$ cat src/fpi_pkg.sv
// package for the front panel status indicator block
package fpi_pkg;
   // register word addresses
   localparam logic [3:0] ADDR_EVT_STATUS = 4'h0;
   localparam logic [3:0] ADDR_EVT_MASK = 4'h1;
   localparam logic [3:0] ADDR_CONTROL = 4'h2;
   localparam logic [3:0] ADDR_LAMPS = 4'h3;
   localparam logic [3:0] ADDR_OVERLOAD = 4'h4;
   // event status field positions
   localparam int EVT_QUEUE_OVR = 0;
   localparam int EVT_RUN_FAULT = 1;
   localparam int EVT_SYNTAX = 2;
   localparam int EVT_W = 3;
   // control field positions
   localparam int CTL_TRIM = 0;
   localparam int CTL_OFFSET = 1;
   localparam int CTL_PROBE_LSB = 4;
   localparam int PROBE_W = 3;
   // reset values
   localparam logic [EVT_W-1:0] EVT_RESET = 3'h0;
   localparam logic [PROBE_W-1:0] PROBE_RESET = 3'h0;
   // activity flash duration
   localparam int CLK_HZ = 10_000_000;
   localparam int FLASH_MS = 50;
   localparam int FLASH_CYCLES = CLK_HZ / 1000 * FLASH_MS;
   localparam int FLASH_CW = 20;

   // overload flags as they arrive from the analog monitors
   typedef struct packed {
      logic signal_port_overdrive_flag;
      logic local_osc_overdrive_flag;
      logic error_low_flag;
      logic error_high_flag;
   } fpi_overload_t;

   // lamps driven to the front panel
   typedef struct packed {
      logic host_activity_lamp;
      logic host_fault_lamp;
      logic mixer_power_lamp;
      logic loop_unlock_lamp;
      logic trim_input_lamp;
      logic offset_enabled_lamp;
   } fpi_lamps_t;
endpackage

$ cat src/fpi_top.sv
// front panel lamp driver with avalon register slave
// Functional notes
// flash the activity lamp on any host interface traffic
// fault lamp lit while queue overrun, run or syntax fault latched
// clearing those event flags by command switches the fault lamp off
// mixer power lamp follows the two unlatched overdrive flags
// loop unlock lamp follows error low or error high flag
// trim lamp lit exactly while the trim input is enabled
// offset lamp lit exactly while the offset input is enabled
// probe selection is held until the host changes it
// lamps are registered each cycle; activity flash is stretched
//
// Implementation choices: register access over Avalon-MM and the placing of the registers.
`timescale 1ns/10ps
module fpi_top #(
   parameter int FLASH_CYCLES = fpi_pkg::FLASH_CYCLES
) (
   input wire logic clk_i, // 10 mhz clock
   input wire logic sys_rst_i, // async reset, high
   input wire logic [3:0] avs_address_i, // word address
   input wire logic avs_read_i, // read request
   input wire logic avs_write_i, // write request
   input wire logic [31:0] avs_writedata_i, // write data
   input wire logic [3:0] avs_byteenable_i, // byte lanes
   output logic [31:0] avs_readdata_o, // read data
   output logic avs_waitrequest_o, // stall
   input wire logic host_rx_i, // byte received from host
   input wire logic host_tx_i, // byte sent to host
   input wire logic queue_overrun_i, // input queue overrun event
   input wire logic run_fault_i, // command run fault event
   input wire logic syntax_fault_i, // command syntax event
   input wire logic clear_status_i, // clear status command run
   input wire fpi_pkg::fpi_overload_t overload_i, // live overload flags
   output fpi_pkg::fpi_lamps_t lamps_o, // lamp drives
   output logic [2:0] probe_sel_o, // probe output source
   output logic irq_o // event interrupt
);
   logic [fpi_pkg::EVT_W-1:0] evt_r;
   logic [fpi_pkg::EVT_W-1:0] mask_r;
   logic [fpi_pkg::EVT_W-1:0] evt_set;
   logic [fpi_pkg::EVT_W-1:0] evt_clr;
   logic trim_en_r;
   logic offset_en_r;
   logic [fpi_pkg::PROBE_W-1:0] probe_r;
   logic acc_r;
   logic wr_go;
   logic rd_go;
   logic flash;
   logic [31:0] rd_nxt;

   // one wait cycle per access: request is taken when waitrequest drops
   // acc_r marks the second cycle of a request, the one in which the
   // master sees waitrequest low; writes land only there, so a request
   // held for two edges is never applied twice
   // the trade is a fixed two-cycle access even for a plain read, which
   // keeps the read mux out of the path to the readdata pins
   assign wr_go = avs_write_i && acc_r;
   assign rd_go = avs_read_i && acc_r;

   always_ff @(posedge clk_i or posedge sys_rst_i) begin
      if (sys_rst_i) begin
         acc_r <= 1'b0;
      end else begin
         acc_r <= (avs_read_i || avs_write_i) && !acc_r;
      end
   end

   always_ff @(posedge clk_i or posedge sys_rst_i) begin
      if (sys_rst_i) begin
         avs_waitrequest_o <= 1'b1;
      end else begin
         avs_waitrequest_o <= !((avs_read_i || avs_write_i) && !acc_r);
      end
   end

   // event sources; bus clear is write one to clear
   // the clear command wipes all three flags at once, while a bus write
   // clears only the bits written as one, so software can acknowledge
   // one fault kind and leave the others lit
   assign evt_set = {syntax_fault_i, run_fault_i, queue_overrun_i};
   always_comb begin
      evt_clr = '0;
      if (clear_status_i) begin
         evt_clr = '1;
      end
      if (wr_go && avs_address_i == fpi_pkg::ADDR_EVT_STATUS
          && avs_byteenable_i[0]) begin
         evt_clr = evt_clr | avs_writedata_i[fpi_pkg::EVT_W-1:0];
      end
   end

   // set wins over clear so an event in the clearing cycle survives
   always_ff @(posedge clk_i or posedge sys_rst_i) begin
      if (sys_rst_i) begin
         evt_r <= fpi_pkg::EVT_RESET;
      end else begin
         evt_r <= (evt_r & ~evt_clr) | evt_set;
      end
   end

   // mask and control writes
   always_ff @(posedge clk_i or posedge sys_rst_i) begin
      if (sys_rst_i) begin
         mask_r <= fpi_pkg::EVT_RESET;
      end else if (wr_go && avs_address_i == fpi_pkg::ADDR_EVT_MASK
                   && avs_byteenable_i[0]) begin
         mask_r <= avs_writedata_i[fpi_pkg::EVT_W-1:0];
      end
   end

   always_ff @(posedge clk_i or posedge sys_rst_i) begin
      if (sys_rst_i) begin
         trim_en_r <= 1'b0;
         offset_en_r <= 1'b0;
         probe_r <= fpi_pkg::PROBE_RESET;
      end else if (wr_go && avs_address_i == fpi_pkg::ADDR_CONTROL
                   && avs_byteenable_i[0]) begin
         trim_en_r <= avs_writedata_i[fpi_pkg::CTL_TRIM];
         offset_en_r <= avs_writedata_i[fpi_pkg::CTL_OFFSET];
         probe_r <= avs_writedata_i[fpi_pkg::CTL_PROBE_LSB +:
                                    fpi_pkg::PROBE_W];
      end
   end

   // read mux; unmapped addresses read zero
   always_comb begin
      rd_nxt = 32'h0;
      unique case (avs_address_i)
         fpi_pkg::ADDR_EVT_STATUS: rd_nxt[fpi_pkg::EVT_W-1:0] = evt_r;
         fpi_pkg::ADDR_EVT_MASK: rd_nxt[fpi_pkg::EVT_W-1:0] = mask_r;
         fpi_pkg::ADDR_CONTROL: begin
            rd_nxt[fpi_pkg::CTL_TRIM] = trim_en_r;
            rd_nxt[fpi_pkg::CTL_OFFSET] = offset_en_r;
            rd_nxt[fpi_pkg::CTL_PROBE_LSB +: fpi_pkg::PROBE_W] = probe_r;
         end
         fpi_pkg::ADDR_LAMPS: rd_nxt[5:0] = lamps_o;
         fpi_pkg::ADDR_OVERLOAD: rd_nxt[3:0] = overload_i;
         default: rd_nxt = 32'h0;
      endcase
   end

   always_ff @(posedge clk_i or posedge sys_rst_i) begin
      if (sys_rst_i) begin
         avs_readdata_o <= 32'h0;
      end else if ((avs_read_i || avs_write_i) && !acc_r) begin
         avs_readdata_o <= rd_nxt;
      end
   end

   // activity stretcher
   fpi_stretch #(
      .CYCLES(FLASH_CYCLES),
      .CW(fpi_pkg::FLASH_CW)
   ) u_flash (
      .clk_i(clk_i),
      .sys_rst_i(sys_rst_i),
      .trig_i(host_rx_i || host_tx_i),
      .on_o(flash)
   );

   // registered lamps, refreshed every cycle
   // the overload lamps follow live flags with one cycle of lag; there
   // is no latching here, so a short overdrive may light a lamp for a
   // single cycle only, too short to be seen without the host reading
   always_ff @(posedge clk_i or posedge sys_rst_i) begin
      if (sys_rst_i) begin
         lamps_o <= '0;
      end else begin
         lamps_o.host_activity_lamp <= flash;
         lamps_o.host_fault_lamp <= |evt_r;
         lamps_o.mixer_power_lamp <= overload_i.signal_port_overdrive_flag
            || overload_i.local_osc_overdrive_flag;
         lamps_o.loop_unlock_lamp <= overload_i.error_low_flag
            || overload_i.error_high_flag;
         lamps_o.trim_input_lamp <= trim_en_r;
         lamps_o.offset_enabled_lamp <= offset_en_r;
      end
   end

   always_ff @(posedge clk_i or posedge sys_rst_i) begin
      if (sys_rst_i) begin
         probe_sel_o <= fpi_pkg::PROBE_RESET;
         irq_o <= 1'b0;
      end else begin
         probe_sel_o <= probe_r;
         irq_o <= |(evt_r & mask_r);
      end
   end

   // checks
   a_fault_lamp: assert property (@(posedge clk_i) disable iff (sys_rst_i)
      ##1 lamps_o.host_fault_lamp == |$past(evt_r))
      else $error("fault lamp wrong");
   a_clear_off: assert property (@(posedge clk_i) disable iff (sys_rst_i)
      clear_status_i && !(|evt_set) |-> ##2 !lamps_o.host_fault_lamp)
      else $error("fault lamp not cleared");
   a_set_wins: assert property (@(posedge clk_i) disable iff (sys_rst_i)
      queue_overrun_i |=> evt_r[fpi_pkg::EVT_QUEUE_OVR])
      else $error("event lost");
   a_mixer_lamp: assert property (@(posedge clk_i) disable iff (sys_rst_i)
      overload_i.signal_port_overdrive_flag |=> lamps_o.mixer_power_lamp)

      else $error("mixer lamp wrong");
   a_mixer_off: assert property (@(posedge clk_i) disable iff (sys_rst_i)
      !overload_i.signal_port_overdrive_flag
      && !overload_i.local_osc_overdrive_flag
      |=> !lamps_o.mixer_power_lamp)
      else $error("mixer lamp stuck");
   a_unlock_lamp: assert property (@(posedge clk_i) disable iff (sys_rst_i)
      ##1 lamps_o.loop_unlock_lamp == ($past(overload_i.error_low_flag)
      || $past(overload_i.error_high_flag)))
      else $error("unlock lamp wrong");
   a_trim_lamp: assert property (@(posedge clk_i) disable iff (sys_rst_i)
      ##1 lamps_o.trim_input_lamp == $past(trim_en_r))
      else $error("trim lamp wrong");
   a_offset_lamp: assert property (@(posedge clk_i) disable iff (sys_rst_i)
      ##1 lamps_o.offset_enabled_lamp == $past(offset_en_r))
      else $error("offset lamp wrong");
   a_probe_hold: assert property (@(posedge clk_i) disable iff (sys_rst_i)
      !(wr_go && avs_address_i == fpi_pkg::ADDR_CONTROL)
      |=> $stable(probe_r))
      else $error("probe select moved");
   a_flash_on: assert property (@(posedge clk_i) disable iff (sys_rst_i)
      host_rx_i || host_tx_i |-> ##2 lamps_o.host_activity_lamp[*2])
      else $error("activity lamp did not flash");
   a_bus_wait: assert property (@(posedge clk_i) disable iff (sys_rst_i)
      $rose(avs_read_i) |-> avs_waitrequest_o ##1 !avs_waitrequest_o)
      else $error("bus answer late");

   // register write effects, one cycle after the accepted write
   a_trim_set: assert property (@(posedge clk_i) disable iff (sys_rst_i)
      wr_go && avs_address_i == fpi_pkg::ADDR_CONTROL
      && avs_byteenable_i[0]
      |=> trim_en_r == $past(avs_writedata_i[fpi_pkg::CTL_TRIM]))
      else $error("trim enable not written");
   a_offset_set: assert property (@(posedge clk_i) disable iff (sys_rst_i)
      wr_go && avs_address_i == fpi_pkg::ADDR_CONTROL
      && avs_byteenable_i[0]
      |=> offset_en_r == $past(avs_writedata_i[fpi_pkg::CTL_OFFSET]))
      else $error("offset enable not written");
   a_probe_set: assert property (@(posedge clk_i) disable iff (sys_rst_i)
      wr_go && avs_address_i == fpi_pkg::ADDR_CONTROL
      && avs_byteenable_i[0]
      |=> probe_r == $past(avs_writedata_i[fpi_pkg::CTL_PROBE_LSB +:
                                           fpi_pkg::PROBE_W]))
      else $error("probe select not written");

   // settings hold between writes to their own register
   a_trim_hold: assert property (@(posedge clk_i) disable iff (sys_rst_i)
      !(wr_go && avs_address_i == fpi_pkg::ADDR_CONTROL)
      |=> $stable(trim_en_r))
      else $error("trim enable moved");
   a_offset_hold: assert property (@(posedge clk_i) disable iff (sys_rst_i)
      !(wr_go && avs_address_i == fpi_pkg::ADDR_CONTROL)
      |=> $stable(offset_en_r))
      else $error("offset enable moved");
   a_mask_hold: assert property (@(posedge clk_i) disable iff (sys_rst_i)
      !(wr_go && avs_address_i == fpi_pkg::ADDR_EVT_MASK)
      |=> $stable(mask_r))
      else $error("mask moved");
   a_probe_out: assert property (@(posedge clk_i) disable iff (sys_rst_i)
      ##1 probe_sel_o == $past(probe_r))
      else $error("probe output lags");

   // event flags: sticky until cleared, cleared by command or write one
   a_evt_sticky: assert property (@(posedge clk_i) disable iff (sys_rst_i)
      !(|evt_clr) |=> ($past(evt_r) & ~evt_r) == '0)
      else $error("event flag dropped");
   a_clear_evt: assert property (@(posedge clk_i) disable iff (sys_rst_i)
      clear_status_i && !(|evt_set) |=> evt_r == '0)
      else $error("clear command left a flag");
   a_w1c_clear: assert property (@(posedge clk_i) disable iff (sys_rst_i)
      wr_go && avs_address_i == fpi_pkg::ADDR_EVT_STATUS
      && avs_byteenable_i[0] && !(|evt_set)
      |=> (evt_r & $past(avs_writedata_i[fpi_pkg::EVT_W-1:0])) == '0)
      else $error("write one did not clear");
   a_irq_level: assert property (@(posedge clk_i) disable iff (sys_rst_i)
      ##1 irq_o == |($past(evt_r) & $past(mask_r)))
      else $error("interrupt level wrong");

   // the second overdrive flag and the error low flag light their lamps too
   a_lo_lamp: assert property (@(posedge clk_i) disable iff (sys_rst_i)
      overload_i.local_osc_overdrive_flag |=> lamps_o.mixer_power_lamp)

      else $error("mixer lamp missed lo overdrive");
   a_low_lamp: assert property (@(posedge clk_i) disable iff (sys_rst_i)
      overload_i.error_low_flag |=> lamps_o.loop_unlock_lamp)
      else $error("unlock lamp missed low error");

   // bus slave timing
   a_bus_idle: assert property (@(posedge clk_i) disable iff (sys_rst_i)
      !avs_read_i && !avs_write_i |=> avs_waitrequest_o)
      else $error("waitrequest low while idle");
   a_write_once: assert property (@(posedge clk_i) disable iff (sys_rst_i)
      wr_go |=> !wr_go)
      else $error("write applied twice");
   a_read_data: assert property (@(posedge clk_i) disable iff (sys_rst_i)
      rd_go |-> avs_readdata_o == $past(rd_nxt))
      else $error("read data not from the request cycle");
   a_rdata_hold: assert property (@(posedge clk_i) disable iff (sys_rst_i)
      !avs_read_i && !avs_write_i |=> $stable(avs_readdata_o))
      else $error("read data moved while idle");

   // scenario covers
   c_unlock: cover property (@(posedge clk_i) disable iff (sys_rst_i)
      $rose(lamps_o.loop_unlock_lamp));
   c_fault: cover property (@(posedge clk_i) disable iff (sys_rst_i)
      lamps_o.host_fault_lamp ##1 clear_status_i ##2
      !lamps_o.host_fault_lamp);
   c_flash: cover property (@(posedge clk_i) disable iff (sys_rst_i)
      host_tx_i ##2 lamps_o.host_activity_lamp);
   c_probe: cover property (@(posedge clk_i) disable iff (sys_rst_i)
      wr_go && avs_address_i == fpi_pkg::ADDR_CONTROL);
   c_irq: cover property (@(posedge clk_i) disable iff (sys_rst_i)
      $rose(irq_o));
endmodule // fpi_top

$ cat src/fpi_stretch.sv
// pulse stretcher for the activity lamp
`timescale 1ns/10ps
module fpi_stretch #(
   parameter int CYCLES = 500000,
   parameter int CW = 20
) (
   input wire logic clk_i, // clock
   input wire logic sys_rst_i, // async reset
   input wire logic trig_i, // transfer seen
   output logic on_o // stretched output
);
   logic [CW-1:0] cnt_r;

   // retrigger reloads, so steady traffic keeps the lamp lit
   always_ff @(posedge clk_i or posedge sys_rst_i) begin
      if (sys_rst_i) begin
         cnt_r <= '0;
      end else if (trig_i) begin
         cnt_r <= CW'(CYCLES);
      end else if (cnt_r != '0) begin
         cnt_r <= cnt_r - 1'b1;
      end
   end

   always_ff @(posedge clk_i or posedge sys_rst_i) begin
      if (sys_rst_i) begin
         on_o <= 1'b0;
      end else begin
         on_o <= trig_i || (cnt_r > CW'(1));
      end
   end
endmodule // fpi_stretch

$ cat config.mk
export PLATFORM = sky130hd
export DESIGN_NAME = fpi_top
export DESIGN_NICKNAME = d
export VERILOG_FILES = /design/src/fpi_pkg.sv /design/src/fpi_top.sv /design/src/fpi_stretch.sv
export SDC_FILE = /design/constraint.sdc
export NUM_CORES = 1
export LEC_CHECK = 0
export BUFFER_PORTS_ARGS = -buffer_cell sky130_fd_sc_hd__buf_4
export CORE_MARGIN = 1.5
export CORE_UTILIZATION = 45
export CTS_BUF_LIST = sky130_fd_sc_hd__clkbuf_4
export DETAILED_ROUTE_END_ITERATION = 10
export PLACE_DENSITY = 0.73
export SLEW_MARGIN = 20
export SYNTH_ARGS = -nofsm -noshare
export SYNTH_HDL_FRONTEND = slang
export SYNTH_SLANG_ARGS = --single-unit
$ cat constraint.sdc
create_clock -name clk_i -period 5.4 [get_ports clk_i]
set_input_delay 0.27 -clock clk_i [delete_from_list [all_inputs] [get_ports clk_i]]
set_output_delay 0.27 -clock clk_i [all_outputs]
set_load 0.03 [all_outputs]
==> impl_metrics.py, run 1 <==
metrics = {
    "synthesis": {
        "synth.area.top_cells": "dfrtp_1 (46%), buf_4 (6.9%), or4_1 (3.6%), mux2_2 (3.3%), nand2_1 (2.4%)",
        "syn_area_mm2": 0.00271,
        "syn-instance-count": 261,
        "synth_ff_type": "dfrtp_1",
        "ys_seq_area_share_pct": 47.2,
        "synth_seq_cells": 51,
        "synth.top_cells.by_count": "dfrtp_1 (50), buf_4 (25), nand2_1 (17)",
        "yosys.area.top_type": "dfrtp_1",
        "synth.top_cell.area_share_pct": 46.2,
        "synth_async_sr_flop_share_pct": 100,
        "ys_types": 50,
        "ys_warn_count": 0,
        "syn_avg_cell_area_um2": 10.4,
        "yosysMostFrequentCell": "dfrtp_1",
        "synth_edf_count": 0,
    },
    "finish": {
        "fill_cells": 568,
        "layout-drive-gt1-share_pct": 25.8,
        "layout.nets": 355,
        "final-seq-area_mm2": 0.00128,
        "syn_to_final_growth_pct": 11.5,
        "final_util_pct": 51.6,
        "antenna_cells": 0,
        "multi_input_area_mm2": 0.00124,
    },
    "timing": {
        "setup_viol": 0,
        "fin_crit_sh_pct": 41.2,
        "rsz0062_at_grt": "false",
        "finalHoldViolCount": 0,
        "tns_ns": 0,
        "finClkSkew_ns": 0.0103,
        "max_slew_margin_pct": 36.6,
        "worst_slack_ns": 3.17,
        "period_needed_ns": 2.23,
        "fmax_mhz": 449,
        "tightest_slew_ns": 0.949,
        "finalMaxSlewViolations": 0,
    },
    "drt": {
        "via_per_inst": 5.49,
        "first_pass_iters": 4,
        "vias": 2055,
        "ant_nets": 0,
        "drt_wl_total_um": 5250,
        "drc": 0,
        "wl_per_cell_um": 14.0,
        "drtIter0Drc": 70,
    },
    "floorplan": {
        "io_pins": 97,
        "fp.dieW_um": 80.6,
        "num_rows": 28,
        "dieArea_mm2": 0.00649,
        "core-area_mm2": 0.00585,
        "initial_core_util_pct": 46.3,
        "die_y_um": 80.6,
    },
    "global_route": {
        "grt-ovfl-total": 0,
        "grt_pass1_wl_um": 8750,
        "grt_pass1_vias": 1910,
        "antenna_found_initial": 0,
        "grt_util_all_layers_pct": 17.4,
        "grt_max_degree": 52,
    },
    "setup_path": {
        "crit_fanout": 12,
        "startpoint_type": "flip-flop",
        "worstSetupPathType": "reg -> reg",
        "worstSetupEndpointType": "flip-flop",
        "max_stage_delay_ns": 0.54,
        "critPathArrivalTime_ns": 2.53,
        "worstPathRequired_ns": 5.70,
        "slowest_stage": "or4_1",
        "cp_cell_sequence": "inv_1 > ha_1 > or3b_4 > nand2b_1 > or4_1 > a21oi_1",
    },
    "outcome": {
        "status": "complete, no violations",
    },
    "cts": {
        "postCtsHoldBufs": 0,
        "clk_pin_slew_ns": 0.15,
        "post-cts-setup-buffers": 0,
        "clockRootBuffer": "clkbuf_4",
        "cts_buffers": 5,
        "cts.sinks": 51,
        "max-clock-path-buffers": 2,
        "cts_resized": 0,
        "htreeDepth": 2,
        "cts_tree": "yes",
        "clk_latency_ns": 0.37,
    },
    "place": {
        "place_congestion": 0.805,
        "dp_slack_ns": 3.18,
        "port_buffers": 42,
        "dpl.hpwl_um": 3760,
    },
    "pwr": {
        "p_leak_uw": 0.00130,
        "power_density_mw_per_mm2": 251,
        "ir_worst_vdd_mv": 0.0991,
    },
    "min_path": {
        "hp-class": "in -> async",
    },
    "flow_run": {
        "maxCapViolCount": 0,
    },
}
final cells by class:
| type | instances | area share (%) |
|---|---|---|
| Clock buffer | 5 | 1.24 |
| Tap cell | 75 | 3.11 |
| Inverter | 8 | 1.04 |
| Multi-Input combinational cell | 190 | 41.1 |
| Clock inverter | 3 | 0.664 |
| Timing Repair Buffer | 42 | 10.5 |
| Sequential cell | 51 | 42.3 |
routing by layer:
metal	GRT usage (%)	vias up	share of wire, %
met1	22.6	1004	44
met5	0	-	0
met2	28.6	49	49
li1	-	996	-
met3	4.20	6	5.6
met4	5.52	0	1.2
state kept, by name, summed over array words and instances, names as in the netlist:
register	flops
u_flash.cnt_r	20
avs_readdata_o	7
lamps_o	6
evt_r	3
mask_r	3
probe_r	3
probe_sel_o	3
acc_r	1
avs_waitrequest_o	1
irq_o	1
offset_en_r	1
trim_en_r	1
u_flash.on_o	1
worst max-delay path: cells and delay by family (launching register included):
kind / cells / cell delay [ns]
AND/OR/NAND/NOR: 3 / 1.26
buffers and inverters: 1 / 0.12
AO/OA/AOI/OAI: 1 / 0.15
flip-flops: 1 / 0.43
adder cells (fa/ha/maj): 1 / 0.20
power by group:
group / switching, uW / internal, uW / leakage (uW) / total, uW
Sequential: 19.0 / 409 / 0.000625 / 428
Clock: 126 / 50.3 / 0.0000288 / 176
Combinational: 97.4 / 56.5 / 0.000646 / 154
per-stage QoR:
stage	total power, uW	instance area [um2]	hold WS (ns)	instances
5_1_grt	798	3020	0.0568	374
3_3_place_gp	588	2960	0.335	366
2_1_floorplan	553	2800	0.331	285
6_report	758	3020	0.0239	374
3_5_place_dp	591	2960	0.337	366
4_1_cts	766	3020	0.0653	374
worst paths after layout:
kind,start,to,cells after the start,slack [ns]
max,u_flash.cnt_r[0]$_DFFE_PP0P_,u_flash.cnt_r[10]$_DFFE_PP0P_,6,3.17
min,sys_rst_i,avs_readdata_o[1]$_DFFE_PP0P_,2,0.02
min reg2reg,u_flash.on_o$_DFF_PP0_,lamps_o[5]$_DFF_PP0_,0,0.38
min in group clk_i,overload_i[3],lamps_o[3]$_DFF_PP0_,2,0.08
max reg2reg,u_flash.cnt_r[0]$_DFFE_PP0P_,u_flash.cnt_r[10]$_DFFE_PP0P_,6,3.17
max in group asynchronous,sys_rst_i,u_flash.cnt_r[10]$_DFFE_PP0P_,2,4.85
layout by cell type (no fill, tap or decap), drive strengths merged, types with 7 or more instances in the layout:
cell	Yosys	final
a21oi	11	11
buf	30	42
conb	1	25
dfrtp	50	50
inv	8	7
mux2	8	8
nand2	17	17
nand3	8	8
nor2	10	10
nor4	9	9
o21ai	11	11
o31ai	7	7
or2	10	10
or3	7	7
or4	13	13
kinds of logic (layout without fill, tap and decap cells):
logic type	count (synthesis)	in the layout	synth area share [%]
AO/OA/AOI/OAI	60	60	16.0
adder cells (fa/ha/maj)	3	3	1.39
buffers and inverters	44	58	10.3
other	1	25	0.139
AND/OR/NAND/NOR	91	91	20.6
multiplexers	11	11	4.44
flip-flops	51	51	47.2
Power figures use the tool's default switching activity.
==> inputs of run 2 (changes only) <==
Settings changed: ABC_AREA from default to 1, PLACE_DENSITY 0.73 to 0.76.
Clock period 5.4 ns to 1.9 ns, I/O delays scaled along.
==> run 2 against run 1 <==
Worst setup slack lost 3.0 ns. Synthesized cell count grew 31%. Highest routed layer unchanged. Critical path type unchanged. Global-route usage grew 1.8 points. Clock-buffer cell count is the same. Die area grew 1.8%. Final cell count grew 29%. Cell area grew 9.1%.
==> impl_metrics.py, run 2 <==
metrics = {
    "timing": {
        "hold_slack_ns": 0.0176,
        "period_needed_ns": 1.74,
        "fmax_mhz": 574,
        "finClkSkew_ns": 0.0171,
        "finalMaxSlewViolations": 0,
        "finalHoldViolCount": 0,
        "rsz0062_at_grt": "false",
        "tns_ns": 0,
        "setup_viol": 0,
        "fin_crit_sh_pct": 91.6,
    },
    "drt": {
        "first_pass_iters": 4,
        "drtIter0Drc": 95,
        "drt_wl_total_um": 5860,
        "via_per_inst": 4.87,
        "wl_per_cell_um": 12.2,
        "wl_met1_um": 2630,
        "dr.max_layer_used": "met4",
        "dr_wl_met3_um": 312,
        "drc": 0,
        "vias": 2347,
        "wl_met2_um": 2820,
        "ant_nets": 0,
    },
    "setup_path": {
        "startpoint_type": "flip-flop",
        "critPathArrivalTime_ns": 2.01,
        "crit_fanout": 6,
        "worstPathRequired_ns": 2.17,
        "max_stage_delay_ns": 0.55,
        "worstSetupEndpointType": "flip-flop",
        "slowest_stage": "dlygate4sd3_1",
        "cp_cell_sequence": "and3_1 > nand2_1 > o21ai_0 > o21bai_1 > dlygate4sd3_1",
        "worstSetupPathType": "reg -> reg",
    },
    "synthesis": {
        "ys_seq_area_share_pct": 46.3,
        "syn_area_mm2": 0.00276,
        "synth_seq_cells": 51,
        "yosys.area.top_type": "dfrtp_1",
        "syn_avg_cell_area_um2": 8.04,
        "synth.top_cells.by_count": "nand2_1 (76), dfrtp_1 (50), nor2_1 (49)",
        "ys_warn_count": 0,
        "synth_async_sr_flop_share_pct": 100,
        "synth.area.top_cells": "dfrtp_1 (45%), nand2_1 (10%), buf_4 (7.4%), nor2_1 (6.7%), nand3_1 (5.1%)",
        "yosysMostFrequentCell": "nand2_1",
        "synth_edf_count": 0,
        "ys_types": 35,
        "syn-instance-count": 343,
        "synth_ff_type": "dfrtp_1",
        "synth.top_cell.area_share_pct": 45.4,
    },
    "min_path": {
        "hp-class": "in -> reg",
    },
    "cts": {
        "cts_resized": 0,
        "post-cts-setup-buffers": 0,
        "htreeDepth": 2,
        "max-clock-path-buffers": 2,
        "clockRootBuffer": "clkbuf_4",
        "postCtsHoldBufs": 15,
        "cts_buffers": 5,
        "clk_latency_ns": 0.38,
        "cts.sinks": 51,
        "cts_tree": "yes",
        "clk_pin_slew_ns": 0.16,
    },
    "floorplan": {
        "initial_core_util_pct": 46.6,
        "num_rows": 28,
        "core-area_mm2": 0.00592,
        "fp.dieW_um": 81.3,
        "die_y_um": 81.3,
        "dieArea_mm2": 0.00660,
        "io_pins": 97,
    },
    "global_route": {
        "grt_max_degree": 21,
        "grt-ovfl-total": 0,
        "grt_pass1_wl_um": 9720,
        "antenna_found_initial": 0,
        "grt_pass1_vias": 2163,
        "grt_util_all_layers_pct": 19.2,
    },
    "finish": {
        "final-seq-area_mm2": 0.00128,
        "regMostFlops": "u_flash.cnt_r",
        "layout.nets": 463,
        "largest_reg_flops": 20,
        "layout_commonest_cell": "nand2_1",
        "top_regs": "u_flash.cnt_r: 20 flops, avs_readdata_o: 7 flops, lamps_o: 6 flops",
        "fill_cells": 578,
        "layout-drive-gt1-share_pct": 19.4,
        "antenna_cells": 0,
        "multi_input_area_mm2": 0.00121,
        "final_cell_mix": "nand2_1 (76), dfrtp_1 (50), nor2_1 (49)",
        "syn_to_final_growth_pct": 19.4,
    },
    "place": {
        "dpl.hpwl_um": 4380,
        "place_congestion": 0.898,
        "port_buffers": 42,
    },
    "flow_run": {
        "maxCapViolCount": 0,
    },
    "pwr": {
        "power_uw": 2320,
        "p_leak_uw": 0.00169,
        "ir_worst_vdd_mv": 0.365,
        "power_density_mw_per_mm2": 704,
    },
    "outcome": {
        "status": "complete, no violations",
    },
}
## run 2: cell count changes after synthesis, sizes merged, moves of 9 or more
cell | before | now
inv | 8 | 37
nand2 | 17 | 79
nand3 | 8 | 29
nand4 | 1 | 14
nor2 | 10 | 55
nor4 | 9 | 0
or4 | 13 | 0
## run 2: metal layers
metal	up-vias	GRT usage, %
met4	0	6.03
met2	70	32.5
met1	1095	24.7
met5	-	0
li1	1171	-
met3	11	3.82
## run 2: power breakdown
| part | switching [uW] | internal, uW |
|---|---|---|
| logic | 348 | 192 |
| registers | 58.7 | 1170 |
| clock network | 387 | 159 |
## run 2: cells by family after synthesis
logic type / share of synthesized area [%]
other cells: 0.136
simple gates: 32.5
compound gates: 5.76
xor+xnor: 0.953
buf+inv: 12.9
fa+ha+maj: 1.36
flops: 46.3
## run 2: through the flow
stage               setup slack [ns]  util (%)  std cells  instance area, um2
floorplan                      0.425         -        367                2850
global placement               0.255      51.9        459                3070
detailed placement             0.231      51.9        459                3070
CTS                            0.162      55.6        482                3290
global route                  0.0411      55.6        482                3290
finish                         0.159      55.6        482                3290
## run 2: final timing paths
| kind | from | to | slack (ns) | depth (start not counted) |
|---|---|---|---|---|
| max in group asynchronous | sys_rst_i | avs_waitrequest_o$_DFF_PP1_ | 1.02 | 4 |
| min in group asynchronous | sys_rst_i | evt_r[1]$_DFF_PP0_ | 0.24 | 3 |
| max reg2reg | acc_r$_DFF_PP0_ | evt_r[0]$_DFF_PP0_ | 0.16 | 5 |
| min reg2reg | u_flash.on_o$_DFF_PP0_ | lamps_o[5]$_DFF_PP0_ | 0.37 | 0 |
| max | acc_r$_DFF_PP0_ | evt_r[0]$_DFF_PP0_ | 0.16 | 5 |
| min | avs_writedata_i[0] | trim_en_r$_DFFE_PP0P_ | 0.02 | 3 |
## run 2: cell type report
cell class / count / area share, %
clock inverters: 3 / 0.875
clock buffers: 5 / 1.14
repair buffers: 61 / 15.1
inverters: 38 / 4.37
multi-input cells: 249 / 36.9
well taps: 75 / 2.85
flip-flops and latches: 51 / 38.8
## run 2: critical path: cells and delay by family, from the launching register on
family	cells	cell delay, ns
compound gates	2	0.25
buf+inv	1	0.55
flops	1	0.37
simple gates	2	0.46
==> inputs of run 3 (changes only) <==
Settings changed: ABC_AREA 1 to default, CORE_MARGIN 1.5 to default.
==> run 3 against run 2 <==
The flow now finishes with violations (setup timing). Die area is 4.2% lower. Clock-buffer cell count stayed put. Worst setup slack worse by 0.19 ns. Utilization is 8.9 points higher. Sequential power hardly changed. Register-to-register slack worse by 0.19 ns. Highest routed layer unchanged.
==> impl_metrics.py, run 3 (synthesis results as in run 1) <==
metrics = {
    "min_path": {
        "hold_depth": 3,
        "hp-class": "in -> reg",
    },
    "floorplan": {
        "dieArea_mm2": 0.00633,
        "io_pins": 97,
        "num_rows": 27,
        "core-area_mm2": 0.00564,
        "fp.dieW_um": 79.6,
        "die_y_um": 79.6,
        "initial_core_util_pct": 48.0,
    },
    "global_route": {
        "grt_pass1_vias": 2059,
        "grt_util_all_layers_pct": 20.0,
        "grt_max_degree": 34,
        "grt_pass1_wl_um": 9800,
        "antenna_found_initial": 0,
        "grt-ovfl-total": 0,
    },
    "drt": {
        "vias": 2307,
        "dr.max_layer_used": "met4",
        "drt_wl_total_um": 6360,
        "first_pass_iters": 4,
        "wl_met1_um": 2820,
        "drtIter0Drc": 123,
        "wl_per_cell_um": 15.0,
        "ant_nets": 0,
        "wl_met2_um": 3110,
        "dr_wl_met3_um": 320,
        "via_per_inst": 5.44,
        "drc": 0,
    },
    "finish": {
        "layout.nets": 408,
        "layout.cells.non_filler": 424,
        "antenna_cells": 0,
        "largest_reg_flops": 20,
        "layout-drive-gt1-share_pct": 38.4,
        "syn_to_final_growth_pct": 34.5,
        "final_cell_mix": "buf_4 (74), dfrtp_1 (50), conb_1 (25)",
        "layout_commonest_cell": "buf_4",
        "top_regs": "u_flash.cnt_r: 20 flops, avs_readdata_o: 7 flops, lamps_o: 6 flops",
        "regMostFlops": "u_flash.cnt_r",
    },
    "cts": {
        "clk_latency_ns": 0.36,
        "cts_buffers": 5,
        "clk_pin_slew_ns": 0.15,
        "max-clock-path-buffers": 2,
        "cts.sinks": 51,
        "htreeDepth": 2,
        "cts_tree": "yes",
        "clockRootBuffer": "clkbuf_4",
    },
    "timing": {
        "setup_viol": 2,
        "tns_ns": -0.0683,
        "period_needed_ns": 1.93,
        "finalHoldViolCount": 0,
        "finalMaxSlewViolations": 0,
        "max_slew_margin_pct": 34.2,
        "worst_slack_ns": -0.0346,
        "finClkSkew_ns": 0.0168,
        "fmax_mhz": 517,
        "tightest_slew_ns": 0.985,
        "rsz0062_at_grt": "true",
        "fin_crit_sh_pct": 102,
    },
    "setup_path": {
        "cp_cell_sequence": "inv_2 > ha_4 > or3b_4 > nand2b_4 > or4_4 > a21oi_2",
        "worstPathRequired_ns": 2.20,
        "rr_worst_depth": 6,
        "critPathArrivalTime_ns": 2.23,
        "crit_fanout": 8,
        "worstSetupPathType": "reg -> reg",
        "max_stage_delay_ns": 0.48,
        "slowest_stage": "or4_4",
        "worstSetupEndpointType": "flip-flop",
        "startpoint_type": "flip-flop",
    },
    "pwr": {
        "power_density_mw_per_mm2": 612,
        "netSwitchingPower_uw": 706,
        "power_frac_seq_pct": 54.7,
        "p_leak_uw": 0.00161,
        "ir_worst_vdd_mv": 0.319,
        "p_sw_share_pct": 31.7,
        "intPower_uw": 1520,
        "power.share.clock_pct": 21.1,
        "pwr-share-comb_pct": 24.2,
    },
    "outcome": {
        "status": "finished with violations",
        "failed_checks": "setup timing",
    },
    "place": {
        "dp.cells": 387,
        "port_buffers": 42,
        "dp_slack_ns": -0.0500,
        "place_congestion": 0.840,
        "dpl.hpwl_um": 4290,
    },
    "flow_run": {
        "maxCapViolCount": 0,
    },
}
run 3: cell types whose count changed in the layout (fill, tap and decap cells not counted), moves of 7 or more:
cell     change
nand4_1     -13
or3_1        +7
mux2_2       +8
inv_1       -30
nand2_1     -60
or4_1        +8
nand3_1     -21
buf_4       +28
nor2_1      -39
run 3: power by group through the flow:
stage               Clock, uW  Combinational (uW)  Sequential, uW
floorplan                   0                 286            1300
global placement            0                 465            1230
detailed placement          0                 474            1240
CTS                       486                 509            1220
global route              541                 581            1230
finish                    470                 539            1220
run 3: per-layer routing:
layer | GRT usage [%] | vias to the layer above
met5 | 0 | -
met2 | 32.0 | 84
met4 | 6.00 | 0
li1 | - | 1103
met1 | 27.4 | 1108
met3 | 4.00 | 12
run 3: cell type report:
class	instances	area [um2]
tap	72	90.1
clock inverter	3	15.0
fill	462	2000
clock buffer	5	37.5
sequential	51	1280
multi-input combinational	190	1410
timing repair buffer	95	783
inverter	8	30.0
run 3: worst max-delay path: cells and delay by family (launching register included):
family	cells	cell delay (ns)
flops	1	0.44
simple gates	3	1.03
compound gates	1	0.12
fa+ha+maj	1	0.14
buf+inv	1	0.12
run 3: repair_timing:
item	CTS	global route
pin swaps	3	10
hold buffers	17	0
resized for setup	6	25
setup endpoints to repair	14	19
endpoints found under the hold margin	45	0
setup buffers	4	8
run 3: path summary, 6_finish.rpt:
path / start / to / slack [ns]
max in group asynchronous: sys_rst_i / evt_r[1]$_DFF_PP0_ / 0.89
worst min register to register: u_flash.on_o$_DFF_PP0_ / lamps_o[5]$_DFF_PP0_ / 0.38
worst max register to register: u_flash.cnt_r[1]$_DFFE_PP0P_ / u_flash.cnt_r[10]$_DFFE_PP0P_ / -0.03
worst max-delay path: u_flash.cnt_r[1]$_DFFE_PP0P_ / u_flash.cnt_r[10]$_DFFE_PP0P_ / -0.03
worst min-delay path: clear_status_i / evt_r[0]$_DFF_PP0_ / 0.10
min in group asynchronous: sys_rst_i / lamps_o[5]$_DFF_PP0_ / 0.37
run 3: stage by stage:
| stage | instance area [um2] | power, uW | hold WS, ns | utilization [%] |
|---|---|---|---|---|
| 6_report | 3640 | 2230 | 0.100 | 64.5 |
| 2_1_floorplan | 2830 | 1580 | 0.194 | - |
| 5_1_grt | 3640 | 2350 | 0.0612 | 64.5 |
| 3_3_place_gp | 3160 | 1700 | 0.245 | 56.1 |
| 3_5_place_dp | 3160 | 1710 | 0.251 | 56.1 |
| 4_1_cts | 3450 | 2210 | 0.0825 | 61.1 |
